==> src/verilog/tslh_pkg.sv <==
/*
 * Package for the trigger sequencer limit and hold register bank: register
 * offsets, reset values, copy-step target codes and carrier structs.
 * Assumes a 32-bit classic Wishbone slave with word-aligned addresses.
 */
package tslh_pkg;

	// ------------------------------------------------------------------
	// register map
	// ------------------------------------------------------------------
	localparam int          TSLH_ADDR_W        = 4;
	localparam logic [3:0]  TSLH_OFF_C1_LIMIT  = 4'h0;  // counter_one_limit
	localparam logic [3:0]  TSLH_OFF_HOLD      = 4'h4;  // general_hold_word
	localparam logic [3:0]  TSLH_OFF_CTRL      = 4'h8;  // enable and run bits
	localparam logic [3:0]  TSLH_OFF_STATUS    = 4'hc;  // counter one state

	localparam logic [15:0] TSLH_C1_LIMIT_RST  = 16'h0000;
	localparam logic [15:0] TSLH_HOLD_RST      = 16'h0000;
	localparam logic [15:0] TSLH_CNT_RST       = 16'h0000;

	// control register bit positions
	localparam int          TSLH_CTRL_EN_BIT   = 0;
	localparam int          TSLH_CTRL_RUN_BIT  = 1;

	// ------------------------------------------------------------------
	// copy step targets
	// ------------------------------------------------------------------
	typedef enum logic [2:0] {
		TSLH_TGT_TIMER_LIMIT,
		TSLH_TGT_COUNTER_LIMIT,
		TSLH_TGT_STEP_DELAY_LIMIT,
		TSLH_TGT_LITERAL_ZERO
	} tslh_target_t;

	// step commands from the execution engine
	typedef struct packed {
		logic         copy_hold_step;          // one-cycle pulse
		tslh_target_t copy_target;
		logic         index;                   // timer or counter number
		logic         counted_jump_step_one;   // one-cycle pulse
		logic         counter_one_step;        // counter one increment pulse
	} tslh_step_t;

	// copy strobe to the target registers
	typedef struct packed {
		logic         valid;
		tslh_target_t target;
		logic         index;
		logic [15:0]  data;
	} tslh_copy_t;

endpackage

==> src/verilog/tslh_wb_slave.sv <==
/*
 * Classic Wishbone slave front end: decodes one access, acks it one cycle
 * after the request is seen and drops ack the cycle after.
 * Assumes a single master holding its request until ack.
 */
`timescale 1ns/100ps
module tslh_wb_slave (
	input  wire logic                          clk_sys,
	input  wire logic                          rst_b,
	input  wire logic                          clk_en,
	input  wire logic                          wb_cyc_i,
	input  wire logic                          wb_stb_i,
	input  wire logic                          wb_we_i,
	input  wire logic [tslh_pkg::TSLH_ADDR_W-1:0] wb_adr_i,
	output logic                               wb_ack,
	output logic                               wr_pulse,
	output logic                               rd_pulse,
	output logic [tslh_pkg::TSLH_ADDR_W-1:0]   acc_addr
);
	import tslh_pkg::*;

	// --------------------------------------------------------------
	// request detection
	// --------------------------------------------------------------
	wire req = wb_cyc_i & wb_stb_i & ~wb_ack;

	// ack stands one cycle; the pulses line up with it
	always_ff @(posedge clk_sys or negedge rst_b) begin
		if (!rst_b) begin
			wb_ack   <= 1'b0;
			wr_pulse <= 1'b0;
			rd_pulse <= 1'b0;
			acc_addr <= '0;
		end else if (clk_en) begin
			wb_ack   <= req;
			wr_pulse <= req & wb_we_i;
			rd_pulse <= req & ~wb_we_i;
			acc_addr <= wb_adr_i;
		end
	end

endmodule

==> src/verilog/tslh_regs.sv <==
/*
 * Trigger sequencer counter-one limit and general hold register bank.
 * Assumes the step engine gives one-cycle step pulses on clk_sys and that
 * software reaches the bank over classic Wishbone with 32-bit data.
 */
`timescale 1ns/100ps

// Operation
// counted jump step one takes its loop count from counter_one_limit.
// general counter one compares against counter_one_limit as its terminal value.
// while enabled and running, software writes to both registers are ignored.
// copy step moves general_hold_word into the selected limit or literal target.
// general_hold_word is a full 16-bit read/write word, no reserved bits.
// both registers clear on reset and hold until software or copy writes.
module tslh_regs (
	input  wire logic                          clk_sys,
	input  wire logic                          rst_b,
	input  wire logic                          clk_en,
	input  wire logic                          wb_cyc_i,
	input  wire logic                          wb_stb_i,
	input  wire logic                          wb_we_i,
	input  wire logic [tslh_pkg::TSLH_ADDR_W-1:0] wb_adr_i,
	input  wire logic [3:0]                    wb_sel_i,
	input  wire logic [31:0]                   wb_dat_i,
	output logic [31:0]                        wb_dat_o,
	output logic                               wb_ack_o,
	input  wire tslh_pkg::tslh_step_t          step_i,
	output tslh_pkg::tslh_copy_t               copy_o,
	output logic [15:0]                        jump_count_o,
	output logic                               jump_load_o,
	output logic                               c1_match_o,
	output logic                               sequencer_enable_o,
	output logic                               sequence_run_o
);
	import tslh_pkg::*;

	// --------------------------------------------------------------
	// state
	// --------------------------------------------------------------
	logic [15:0]            counter_one_limit;
	logic [15:0]            general_hold_word;
	logic [15:0]            counter_one;
	logic                   wr_pulse;
	logic                   rd_pulse;
	logic [TSLH_ADDR_W-1:0] acc_addr;
	logic [31:0]            wdat;
	logic [3:0]             wsel;

	tslh_wb_slave u_slave (
		.clk_sys  (clk_sys),
		.rst_b    (rst_b),
		.clk_en   (clk_en),
		.wb_cyc_i (wb_cyc_i),
		.wb_stb_i (wb_stb_i),
		.wb_we_i  (wb_we_i),
		.wb_adr_i (wb_adr_i),
		.wb_ack   (wb_ack_o),
		.wr_pulse (wr_pulse),
		.rd_pulse (rd_pulse),
		.acc_addr (acc_addr)
	);

	// capture write data with the request so the ack cycle can commit it
	always_ff @(posedge clk_sys or negedge rst_b) begin
		if (!rst_b) begin
			wdat <= '0;
			wsel <= '0;
		end else if (clk_en) begin
			wdat <= wb_dat_i;
			wsel <= wb_sel_i;
		end
	end

	// --------------------------------------------------------------
	// decode
	// --------------------------------------------------------------
	// a locked bank still acks writes; limit and hold write data is simply dropped
	wire locked    = sequencer_enable_o & sequence_run_o;
	wire wr_limit  = wr_pulse & (acc_addr == TSLH_OFF_C1_LIMIT) & ~locked;
	wire wr_hold   = wr_pulse & (acc_addr == TSLH_OFF_HOLD) & ~locked;
	wire wr_ctrl   = wr_pulse & (acc_addr == TSLH_OFF_CTRL);
	wire c1_hit    = (counter_one == counter_one_limit);
	wire hold_copy = step_i.copy_hold_step & locked;
	// a copy aimed at counter one's limit lands in this bank and is also strobed out on copy_o
	wire copy_c1   = hold_copy & step_i.index &
	                 (step_i.copy_target == TSLH_TGT_COUNTER_LIMIT);

	// byte-lane merge for the 16-bit registers
	wire [15:0] limit_merged = {wsel[1] ? wdat[15:8] : counter_one_limit[15:8],
	                            wsel[0] ? wdat[7:0]  : counter_one_limit[7:0]};
	wire [15:0] hold_merged  = {wsel[1] ? wdat[15:8] : general_hold_word[15:8],
	                            wsel[0] ? wdat[7:0]  : general_hold_word[7:0]};

	// read mux; unmapped offsets read zero
	wire [31:0] rd_data =
		(wb_adr_i == TSLH_OFF_C1_LIMIT) ? {16'h0000, counter_one_limit} :
		(wb_adr_i == TSLH_OFF_HOLD)     ? {16'h0000, general_hold_word} :
		(wb_adr_i == TSLH_OFF_CTRL)     ? {30'h00000000, sequence_run_o, sequencer_enable_o} :
		(wb_adr_i == TSLH_OFF_STATUS)   ? {15'h0000, c1_match_o, counter_one} :
		32'h00000000;

	// --------------------------------------------------------------
	// registers
	// --------------------------------------------------------------
	// the two words hold their value unless a software write or a copy step lands
	always_ff @(posedge clk_sys or negedge rst_b) begin
		if (!rst_b) begin
			counter_one_limit <= TSLH_C1_LIMIT_RST;
			general_hold_word <= TSLH_HOLD_RST;
		end else if (clk_en) begin
			if (wr_limit) begin
				counter_one_limit <= limit_merged;
			end else if (copy_c1) begin
				counter_one_limit <= general_hold_word;
			end
			if (wr_hold) begin
				general_hold_word <= hold_merged;
			end
		end
	end

	// control bits; sequence_run only matters together with enable
	always_ff @(posedge clk_sys or negedge rst_b) begin
		if (!rst_b) begin
			sequencer_enable_o <= 1'b0;
			sequence_run_o     <= 1'b0;
		end else if (clk_en && wr_ctrl && wsel[0]) begin
			sequencer_enable_o <= wdat[TSLH_CTRL_EN_BIT];
			sequence_run_o     <= wdat[TSLH_CTRL_RUN_BIT];
		end
	end

	// general counter one: counts steps, wraps to zero at the limit
	always_ff @(posedge clk_sys or negedge rst_b) begin
		if (!rst_b) begin
			counter_one <= TSLH_CNT_RST;
			c1_match_o  <= 1'b0;
		end else if (clk_en) begin
			if (!locked) begin
				counter_one <= TSLH_CNT_RST;
			end else if (step_i.counter_one_step) begin
				counter_one <= c1_hit ? TSLH_CNT_RST : counter_one + 16'h0001;
			end
			c1_match_o <= locked & c1_hit;
		end
	end

	// step outputs: loop count and copy strobe
	always_ff @(posedge clk_sys or negedge rst_b) begin
		if (!rst_b) begin
			jump_count_o <= '0;
			jump_load_o  <= 1'b0;
			copy_o       <= '0;
		end else if (clk_en) begin
			jump_load_o   <= step_i.counted_jump_step_one & locked;
			if (step_i.counted_jump_step_one) begin
				jump_count_o <= counter_one_limit;
			end
			copy_o.valid  <= hold_copy;
			copy_o.target <= step_i.copy_target;
			copy_o.index  <= step_i.index;
			copy_o.data   <= general_hold_word;
		end
	end

	// read data registered on the request cycle, shown with ack
	always_ff @(posedge clk_sys or negedge rst_b) begin
		if (!rst_b) begin
			wb_dat_o <= '0;
		end else if (clk_en) begin
			wb_dat_o <= rd_data;
		end
	end

	// --------------------------------------------------------------
	// checks
	// --------------------------------------------------------------
	a_limit_locked: assert property (@(posedge clk_sys) disable iff (!rst_b)
		(clk_en && locked && !copy_c1) |=> $stable(counter_one_limit))
		else $error("limit changed while sequencer running");

	a_hold_locked: assert property (@(posedge clk_sys) disable iff (!rst_b)
		(clk_en && locked) |=> $stable(general_hold_word))
		else $error("hold changed while sequencer running");

	a_jump_count: assert property (@(posedge clk_sys) disable iff (!rst_b)
		(clk_en && step_i.counted_jump_step_one && locked)
		|=> jump_load_o && jump_count_o == $past(counter_one_limit))
		else $error("jump loop count not taken from limit");

	a_copy_data: assert property (@(posedge clk_sys) disable iff (!rst_b)
		(clk_en && hold_copy) |=> copy_o.valid && copy_o.data == $past(general_hold_word))
		else $error("copy step did not carry hold word");

	a_match_flag: assert property (@(posedge clk_sys) disable iff (!rst_b)
		(clk_en && locked && counter_one == counter_one_limit) |=> c1_match_o)
		else $error("counter one match not flagged");

	a_hold_write: assert property (@(posedge clk_sys) disable iff (!rst_b)
		(clk_en && wr_hold && wsel[1:0] == 2'b11) |=> general_hold_word == $past(wdat[15:0]))
		else $error("hold word write lost bits");

	a_limit_keep: assert property (@(posedge clk_sys) disable iff (!rst_b)
		(clk_en && !wr_limit && !copy_c1) |=> $stable(counter_one_limit))
		else $error("limit changed without a write");

	a_copy_limit: assert property (@(posedge clk_sys) disable iff (!rst_b)
		(clk_en && copy_c1) |=> counter_one_limit == $past(general_hold_word))
		else $error("copy step missed counter one limit");

	a_read_ack: assert property (@(posedge clk_sys) disable iff (!rst_b) // read strobe comes with ack
		(clk_en && rd_pulse) |-> wb_ack_o && !wr_pulse)
		else $error("read strobe without ack");

	a_ack_pulse: assert property (@(posedge clk_sys) disable iff (!rst_b) // ack lasts one cycle
		(clk_en && wb_ack_o) |=> !wb_ack_o)
		else $error("ack held longer than one cycle");

endmodule

==> config.mk <==
export PLATFORM = sky130hd
export DESIGN_NAME = tslh_regs
export DESIGN_NICKNAME = d
export VERILOG_FILES = /design/src/verilog/tslh_pkg.sv /design/src/verilog/tslh_wb_slave.sv /design/src/verilog/tslh_regs.sv
export SDC_FILE = /design/constraint.sdc
export NUM_CORES = 1
export LEC_CHECK = 0
export BUFFER_PORTS_ARGS = -buffer_cell sky130_fd_sc_hd__buf_2
export CELL_PAD_IN_SITES_DETAIL_PLACEMENT = 1
export CELL_PAD_IN_SITES_GLOBAL_PLACEMENT = 2
export CORE_MARGIN = 2
export CORE_UTILIZATION = 40
export CTS_BUF_LIST = sky130_fd_sc_hd__clkbuf_4 sky130_fd_sc_hd__clkbuf_8
export DETAILED_ROUTE_END_ITERATION = 8
export PLACE_DENSITY_LB_ADDON = 0.1
export REMOVE_ABC_BUFFERS = 1
export SYNTH_ARGS = -nofsm -noshare
export SYNTH_HDL_FRONTEND = slang
export SYNTH_SLANG_ARGS = --single-unit
==> constraint.sdc <==
create_clock -name clk_sys -period 6.64 [get_ports clk_sys]
set_input_delay 0.664 -clock clk_sys [delete_from_list [all_inputs] [get_ports clk_sys]]
set_output_delay 0.664 -clock clk_sys [all_outputs]
set_load 0.005 [all_outputs]
# After elaboration in Yosys (flattened, before gate mapping)

Cells that the tools add are included.

Flip-flop bits (word level): 145
Bits in latches: 0
RAM bits: 0
Bits in read-only memories: 0
Bits of input ports: 53
Output and inout bits: 74
Memories: 0

Add/sub/neg operators: 1
Multipliers: 0
Div/mod/pow operators: 0
$lt $le $gt $ge: 0
Eq/ne operators: 10
Shifts and indexed selects: 0
Muxes and demuxes: 11
Bitwise logic cells: 16
Reductions and logical operators: 11

Operators with widths:

| kind                                                                  | count |
|---|---|
| 16-bit two-way mux                                                    | 5 |
| 17-bit two-way mux                                                    | 4 |
| 16-bit by 1-bit adder with 16-bit output, second input constant       | 1 |
| 16-bit equality test                                                  | 1 |
| 8-bit two-way mux                                                     | 2 |
| 1-bit AND                                                             | 14 |
| 4-bit equality test, second input constant                            | 3 |
| 3-bit AND reduction                                                   | 4 |
| 4-bit by 3-bit equality test with 1-bit output, second input constant | 2 |
| 4-bit logical NOT                                                     | 2 |
| 2-bit inequality test, second input constant                          | 3 |
| 2-bit AND reduction                                                   | 2 |
| 3-bit by 1-bit equality test with 1-bit output, second input constant | 1 |
| 1-bit logical AND                                                     | 2 |
| 1-bit NOT                                                             | 2 |
| 2-bit nonzero test                                                    | 1 |

# Logic depth before layout (Yosys ltp)

Word-level depth: 6
Gate-level depth with buffers: 7

# Hierarchy

A second synthesis with hierarchy kept.

Cells, all modules: 490
Area total of the unflattened synthesis: 5964.5 um2

By module, submodules not included:

| module        | times used | cells an instance | area each (um2) | seq. area each (um2) |
|---|---|---|---|---|
| tslh_regs     | 1          | 469               | 5666.7          | 3103.0 |
| tslh_wb_slave | 1          | 21                | 297.8           | 175.2 |

# Worst setup path before layout

No wires, ideal clock.

Kind: register to register
From: register sequence_run_o
To: register counter_one_limit[13]
Library setup time: 0.125 ns
Arrival time: 2.056 ns
Data required time: 6.515 ns
Setup slack: 4.459 ns
Cell stages (with the launch flop): 7
Clock period less this slack: 2.181 ns
Cell sequence: dfrtp_1 -> and2_1 -> buf_2 -> nor4_4 -> buf_6 -> mux2_1 -> mux2_4

Cells in the longest elaborated chain, start to end: 6
Elaborated cells on any way between the ends: 10

RTL lines:

| element                              | line             | RTL |
|---|---|---|
| start: declaration                   | tslh_regs.sv:33  | `output logic sequence_run_o` |
| start signal: assignment             | tslh_regs.sv:129 | `sequence_run_o <= wdat[TSLH_CTRL_RUN_BIT];` |
| 1-bit AND *                          | tslh_regs.sv:78  | `wire locked = sequencer_enable_o & sequence_run_o;` |
| 1-bit AND                            | tslh_regs.sv:83  | `wire hold_copy = step_i.copy_hold_step & locked;` |
| 1-bit AND (2 in a row)               | tslh_regs.sv:85  | `wire copy_c1 = hold_copy & step_i.index &` |
| 2-bit nonzero test (no source line)  | n/a              |  |
| 3-bit AND reduction (no source line) | n/a              |  |
| end signal: assignment               | tslh_regs.sv:112 | `counter_one_limit <= limit_merged;` |
| end signal: assignment               | tslh_regs.sv:114 | `counter_one_limit <= general_hold_word;` |
| end: declaration                     | tslh_regs.sv:40  | `logic [15:0] counter_one_limit;` |

Every way passes the cells marked *; elsewhere a longest branch is shown, timed or not.
A chain may end at the register's enable or synchronous reset.

# Worst setup path in the final report

From: input clk_en
To: register counter_one_limit[13]

Cells in the longest elaborated chain, start to end: 1

RTL lines:

| element                              | line            | RTL |
|---|---|---|
| start: declaration                   | tslh_regs.sv:18 | `input wire logic clk_en,` |
| 3-bit AND reduction (no source line) | n/a             |  |

No other way between the ends.

==> qor.txt <==
CLOCK TREE
--------------------------------------------------------------------------------
TritonCTS clock tree                                                        done
Number of buffers inserted during clock tree synthesis                        17
Clock root buffer                                                       clkbuf_8
Number of sinks driven by the clock tree                                     130
Max Root-Sink Buffers                                                          2
Post CTS Setup Buffer Count                                                    0
Htree depth                                                                    4
Clk_lat worst skew                                                       0.43 ns
Number of gates resized after CTS                                              0
Worst-path clk slew                                                      0.07 ns
Hold_buf cts                                                                   0

GRT
--------------------------------------------------------------------------------
GRT Residual Overflow                                                          0
Total GRT Usage                                                            18.9%
M1 GR Usage                                                                26.4%
Global routing's busiest layer                                              met2
Vias in the first global route                                             4,179
Met3 layer usage reported by global route                                  4.08%
Met2 Resource Use GR                                                       30.0%
Pin count of the biggest net entering global routing                          73
Initial antenna violation count                                                0
Global-route wire length before repair                                   23.3 mm

DETAILED ROUTING
--------------------------------------------------------------------------------
Length of the first detailed-routing pass in iterations                        4
Per-cell routed wire length                                              18.5 um
Total via count in the routed design                                       3,947
Drt via density                                                             5.18
Final wirelength                                                         14.1 mm
Remaining antenna violation count after routing                                0
Iteration-0 DRC count of the detailed router                                 152
DRC errors left                                                                0

PWR
--------------------------------------------------------------------------------
Reported leakage power                                                   3.52 nW
VDD IR max                                                              0.124 mV
Logic gate share of total power                                             7.7%
Internal                                                               0.00125 W
Sw Ratio                                                                   24.2%
Flop pwr share                                                             51.6%
P_sw                                                                  0.000400 W
PwrDens                                                              239 nW/um^2
Clock network fraction of design power                                     40.7%

STA
--------------------------------------------------------------------------------
Relative slew slack                                                        33.1%
Count of endpoints failing setup in the final report                           0
Worst-Margin Slew                                                        1.00 ns
Maximum clock rate                                                       382 MHz
Unrepaired setup endpoints after global routing                               no
Final Slew Violations                                                          0
Fraction of the cycle the final worst path needs                           39.5%
Least setup slack across all paths after layout                          4.02 ns
Total negative slack for setup checks                                       0 ns
Total count of hold-check failures in the final report                         0
Final worst path period need                                             2.62 ns
Setup Skew                                                             0.0101 ns

FLOORPLANNING
--------------------------------------------------------------------------------
Placeable core region                                                14,500 um^2
Row count                                                                     44
Starting density of the core                                               41.0%
Top Ports                                                                    127
DIE AREA                                                             15,900 um^2
Horiz. Die Dim                                                            126 um
Die boundary height                                                       126 um

CRITICAL PATH
--------------------------------------------------------------------------------
Critical path fanouts, max                                                    53
Critical path type                                                     in -> reg
Delay of the slowest cell on the worst path                              0.52 ns
Startpoint type of the worst setup path                                input pin
Worst-path cell chain                                               buf_4, buf_4, nand4b_1, nor3_1, a31oi_4, mux2_4
Max stage delay cell, worst path                                           buf_4
Family with the most delay on the worst path                        buffers and inverters
Worst Path Required                                                      6.95 ns
Sum of buffers and inverters on the critical path                              2
Data arrival, critical path                                              2.94 ns
Most frequent cell on the critical path                                    buf_4
Crit end category                                                      flip-flop

CELLS AND AREA
--------------------------------------------------------------------------------
FILL cells                                                                 1,577
Area added between synthesis and finish                                    16.3%
Final-stage net count                                                        620
Number of antenna repair diodes                                                0
Ratio of cells with drive above 1 in the final layout                      40.1%

YOSYS
--------------------------------------------------------------------------------
Mean instance size in the synthesized netlist                          12.6 um^2
Number of flops mapped to enable cells by yosys                                0
Most used flip-flop cell after synthesis                                 dfrtp_1
Synthesized instance count                                                   473
Warning count from the yosys run                                               0
Share of synthesized flip-flops with an asynchronous set or reset           100%
Post-synthesis instance area                                           5960 um^2
Portion of the post-synthesis area used by sequential elements             54.5%
Netlist cell types                                                            41
FF+latch count, synth                                                        130

RUN STATUS
--------------------------------------------------------------------------------
Result of the run                                                      completed

PLACED DESIGN
--------------------------------------------------------------------------------
Placer congestion estimate                                                 0.778
HPWL after DPL                                                           9.65 mm
Setup slack at placement                                                 3.55 ns
Number of buffer cells added on primary ports                                 93

MIN PATH
--------------------------------------------------------------------------------
Type of the tightest min-delay check                                 in -> async

JOB
--------------------------------------------------------------------------------
Max-capacitance violation count                                                0

-- Yosys cell counts (all sizes together) (2+ instances only) --
cell type / count / area, um^2
xor2: 22 / 193
or3: 2 / 17.5
nand3: 8 / 40.0
nand3b: 2 / 15.0
buf: 19 / 139
nand4: 6 / 37.5
and2: 3 / 18.8
mux2: 109 / 1230
xnor2: 4 / 35.0
dfrtp: 130 / 3250
and4: 3 / 26.3
nor4: 5 / 46.3
nand2: 13 / 48.8
o2bb2ai: 3 / 26.3
o31ai: 3 / 22.5
a21oi: 16 / 80.1
a31oi: 2 / 42.5
nor3: 2 / 10.0
nand4b: 2 / 17.5
o22ai: 16 / 100
nor2: 28 / 105
clkbuf: 17 / 63.8
and3: 3 / 18.8
mux4: 2 / 45.0
mux2i: 14 / 140
inv: 22 / 82.6
o21ai: 9 / 45.0
-- path summary, 6_finish.rpt --
path / start / cells after the start / slack [ns] / to
hold reg to reg: copy_o[19] / 1 / 0.50 / copy_o[19]
min in group clk_sys: wb_dat_i[2] / 2 / 0.46 / wdat[2]
setup / recovery: clk_en / 6 / 4.02 / counter_one_limit[13]
hold / removal: rst_b / 1 / 0.19 / wb_dat_o[10]
max in group asynchronous: rst_b / 2 / 5.12 / wb_dat_o[12]
setup reg to reg: counter_one[6] / 5 / 4.05 / counter_one[13]
-- registers in the layout, summed over array words and instances, names as in the netlist, 2 cells and up --
register	cells
wb_dat_o	17
wdat	16
counter_one_limit	16
u_slave.acc_addr	4
copy_o	21
jump_count_o	16
general_hold_word	16
wsel	2
counter_one	16
-- cells in the final DEF (no fill, tap or decap), drive strengths merged, types with 2 or more instances in the layout --
cell type,n
a21oi,16
a31oi,2
and2,3
and3,3
and4,3
buf,96
bufinv,2
clkbuf,21
clkinv,5
clkinvlp,3
conb,15
dfrtp,130
inv,22
mux2,109
mux2i,14
mux4,2
nand2,13
nand3,8
nand3b,2
nand4,6
nand4b,2
nor2,28
nor3,2
nor4,5
o21ai,9
o22ai,16
o2bb2ai,3
o31ai,3
or3,2
xnor2,4
xor2,22
-- worst register-to-register path: stages, from the launching register on --
cell and delay (ns):
dfrtp_1 0.49, xor2_1 0.21, nor4_1 0.46, nand4_1 0.27, a21oi_1 0.85, nor2_1 0.15
-- per-stage QoR --
step                hold slack (ns)  cells  instance area [um^2]  util [%]  power, W
global route                  0.196    762                  6940      47.7   0.00173
finish                        0.192    762                  6940      47.7   0.00165
floorplan                     0.368    451                  5810         -  0.000923
detailed placement            0.489    731                  6540      45.0   0.00100
CTS                           0.187    762                  6940      47.7   0.00168
global placement              0.485    731                  6540      45.0  0.000993
-- power groups by stage --
stage	clock, W	combinational (W)	sequential, W
2_1_floorplan	0	0.0000612	0.000862
3_3_place_gp	0	0.000126	0.000867
3_5_place_dp	0	0.000130	0.000870
4_1_cts	0.000693	0.000131	0.000854
5_1_grt	0.000729	0.000142	0.000860
6_report	0.000674	0.000127	0.000853
-- routing by layer --
layer  vias to the layer above  wire length [um]
li1                       1821                 -
met1                      2028              6730
met2                        85              6730
met3                        13               497
met4                         0               167
met5                         -                 0
-- cell type report --
cell class                      instances  area (um^2)  share of cell area (%)
Tap cell                              184          230                    3.32
Sequential cell                       130         3250                    46.9
Clock inverter                         10          108                    1.55
Multi-Input combinational cell        299         2480                    35.7
Inverter                               22         82.6                    1.19
Timing Repair Buffer                   96          497                    7.16
Clock buffer                           21          289                    4.17
-- cells by family (layout without fill, tap and decap cells) --
kind of cell | after synthesis | after routing | synth area share, %
flops | 130 | 130 | 54.5
mux | 125 | 125 | 23.7
simple gates | 80 | 80 | 7.07
buf+inv | 58 | 149 | 4.78
compound gates | 52 | 52 | 5.77
xor+xnor | 26 | 26 | 3.82
fa+ha+maj | 1 | 1 | 0.210
other cells | 1 | 15 | 0.0629
Note: power is estimated with default switching activity, not from simulation.
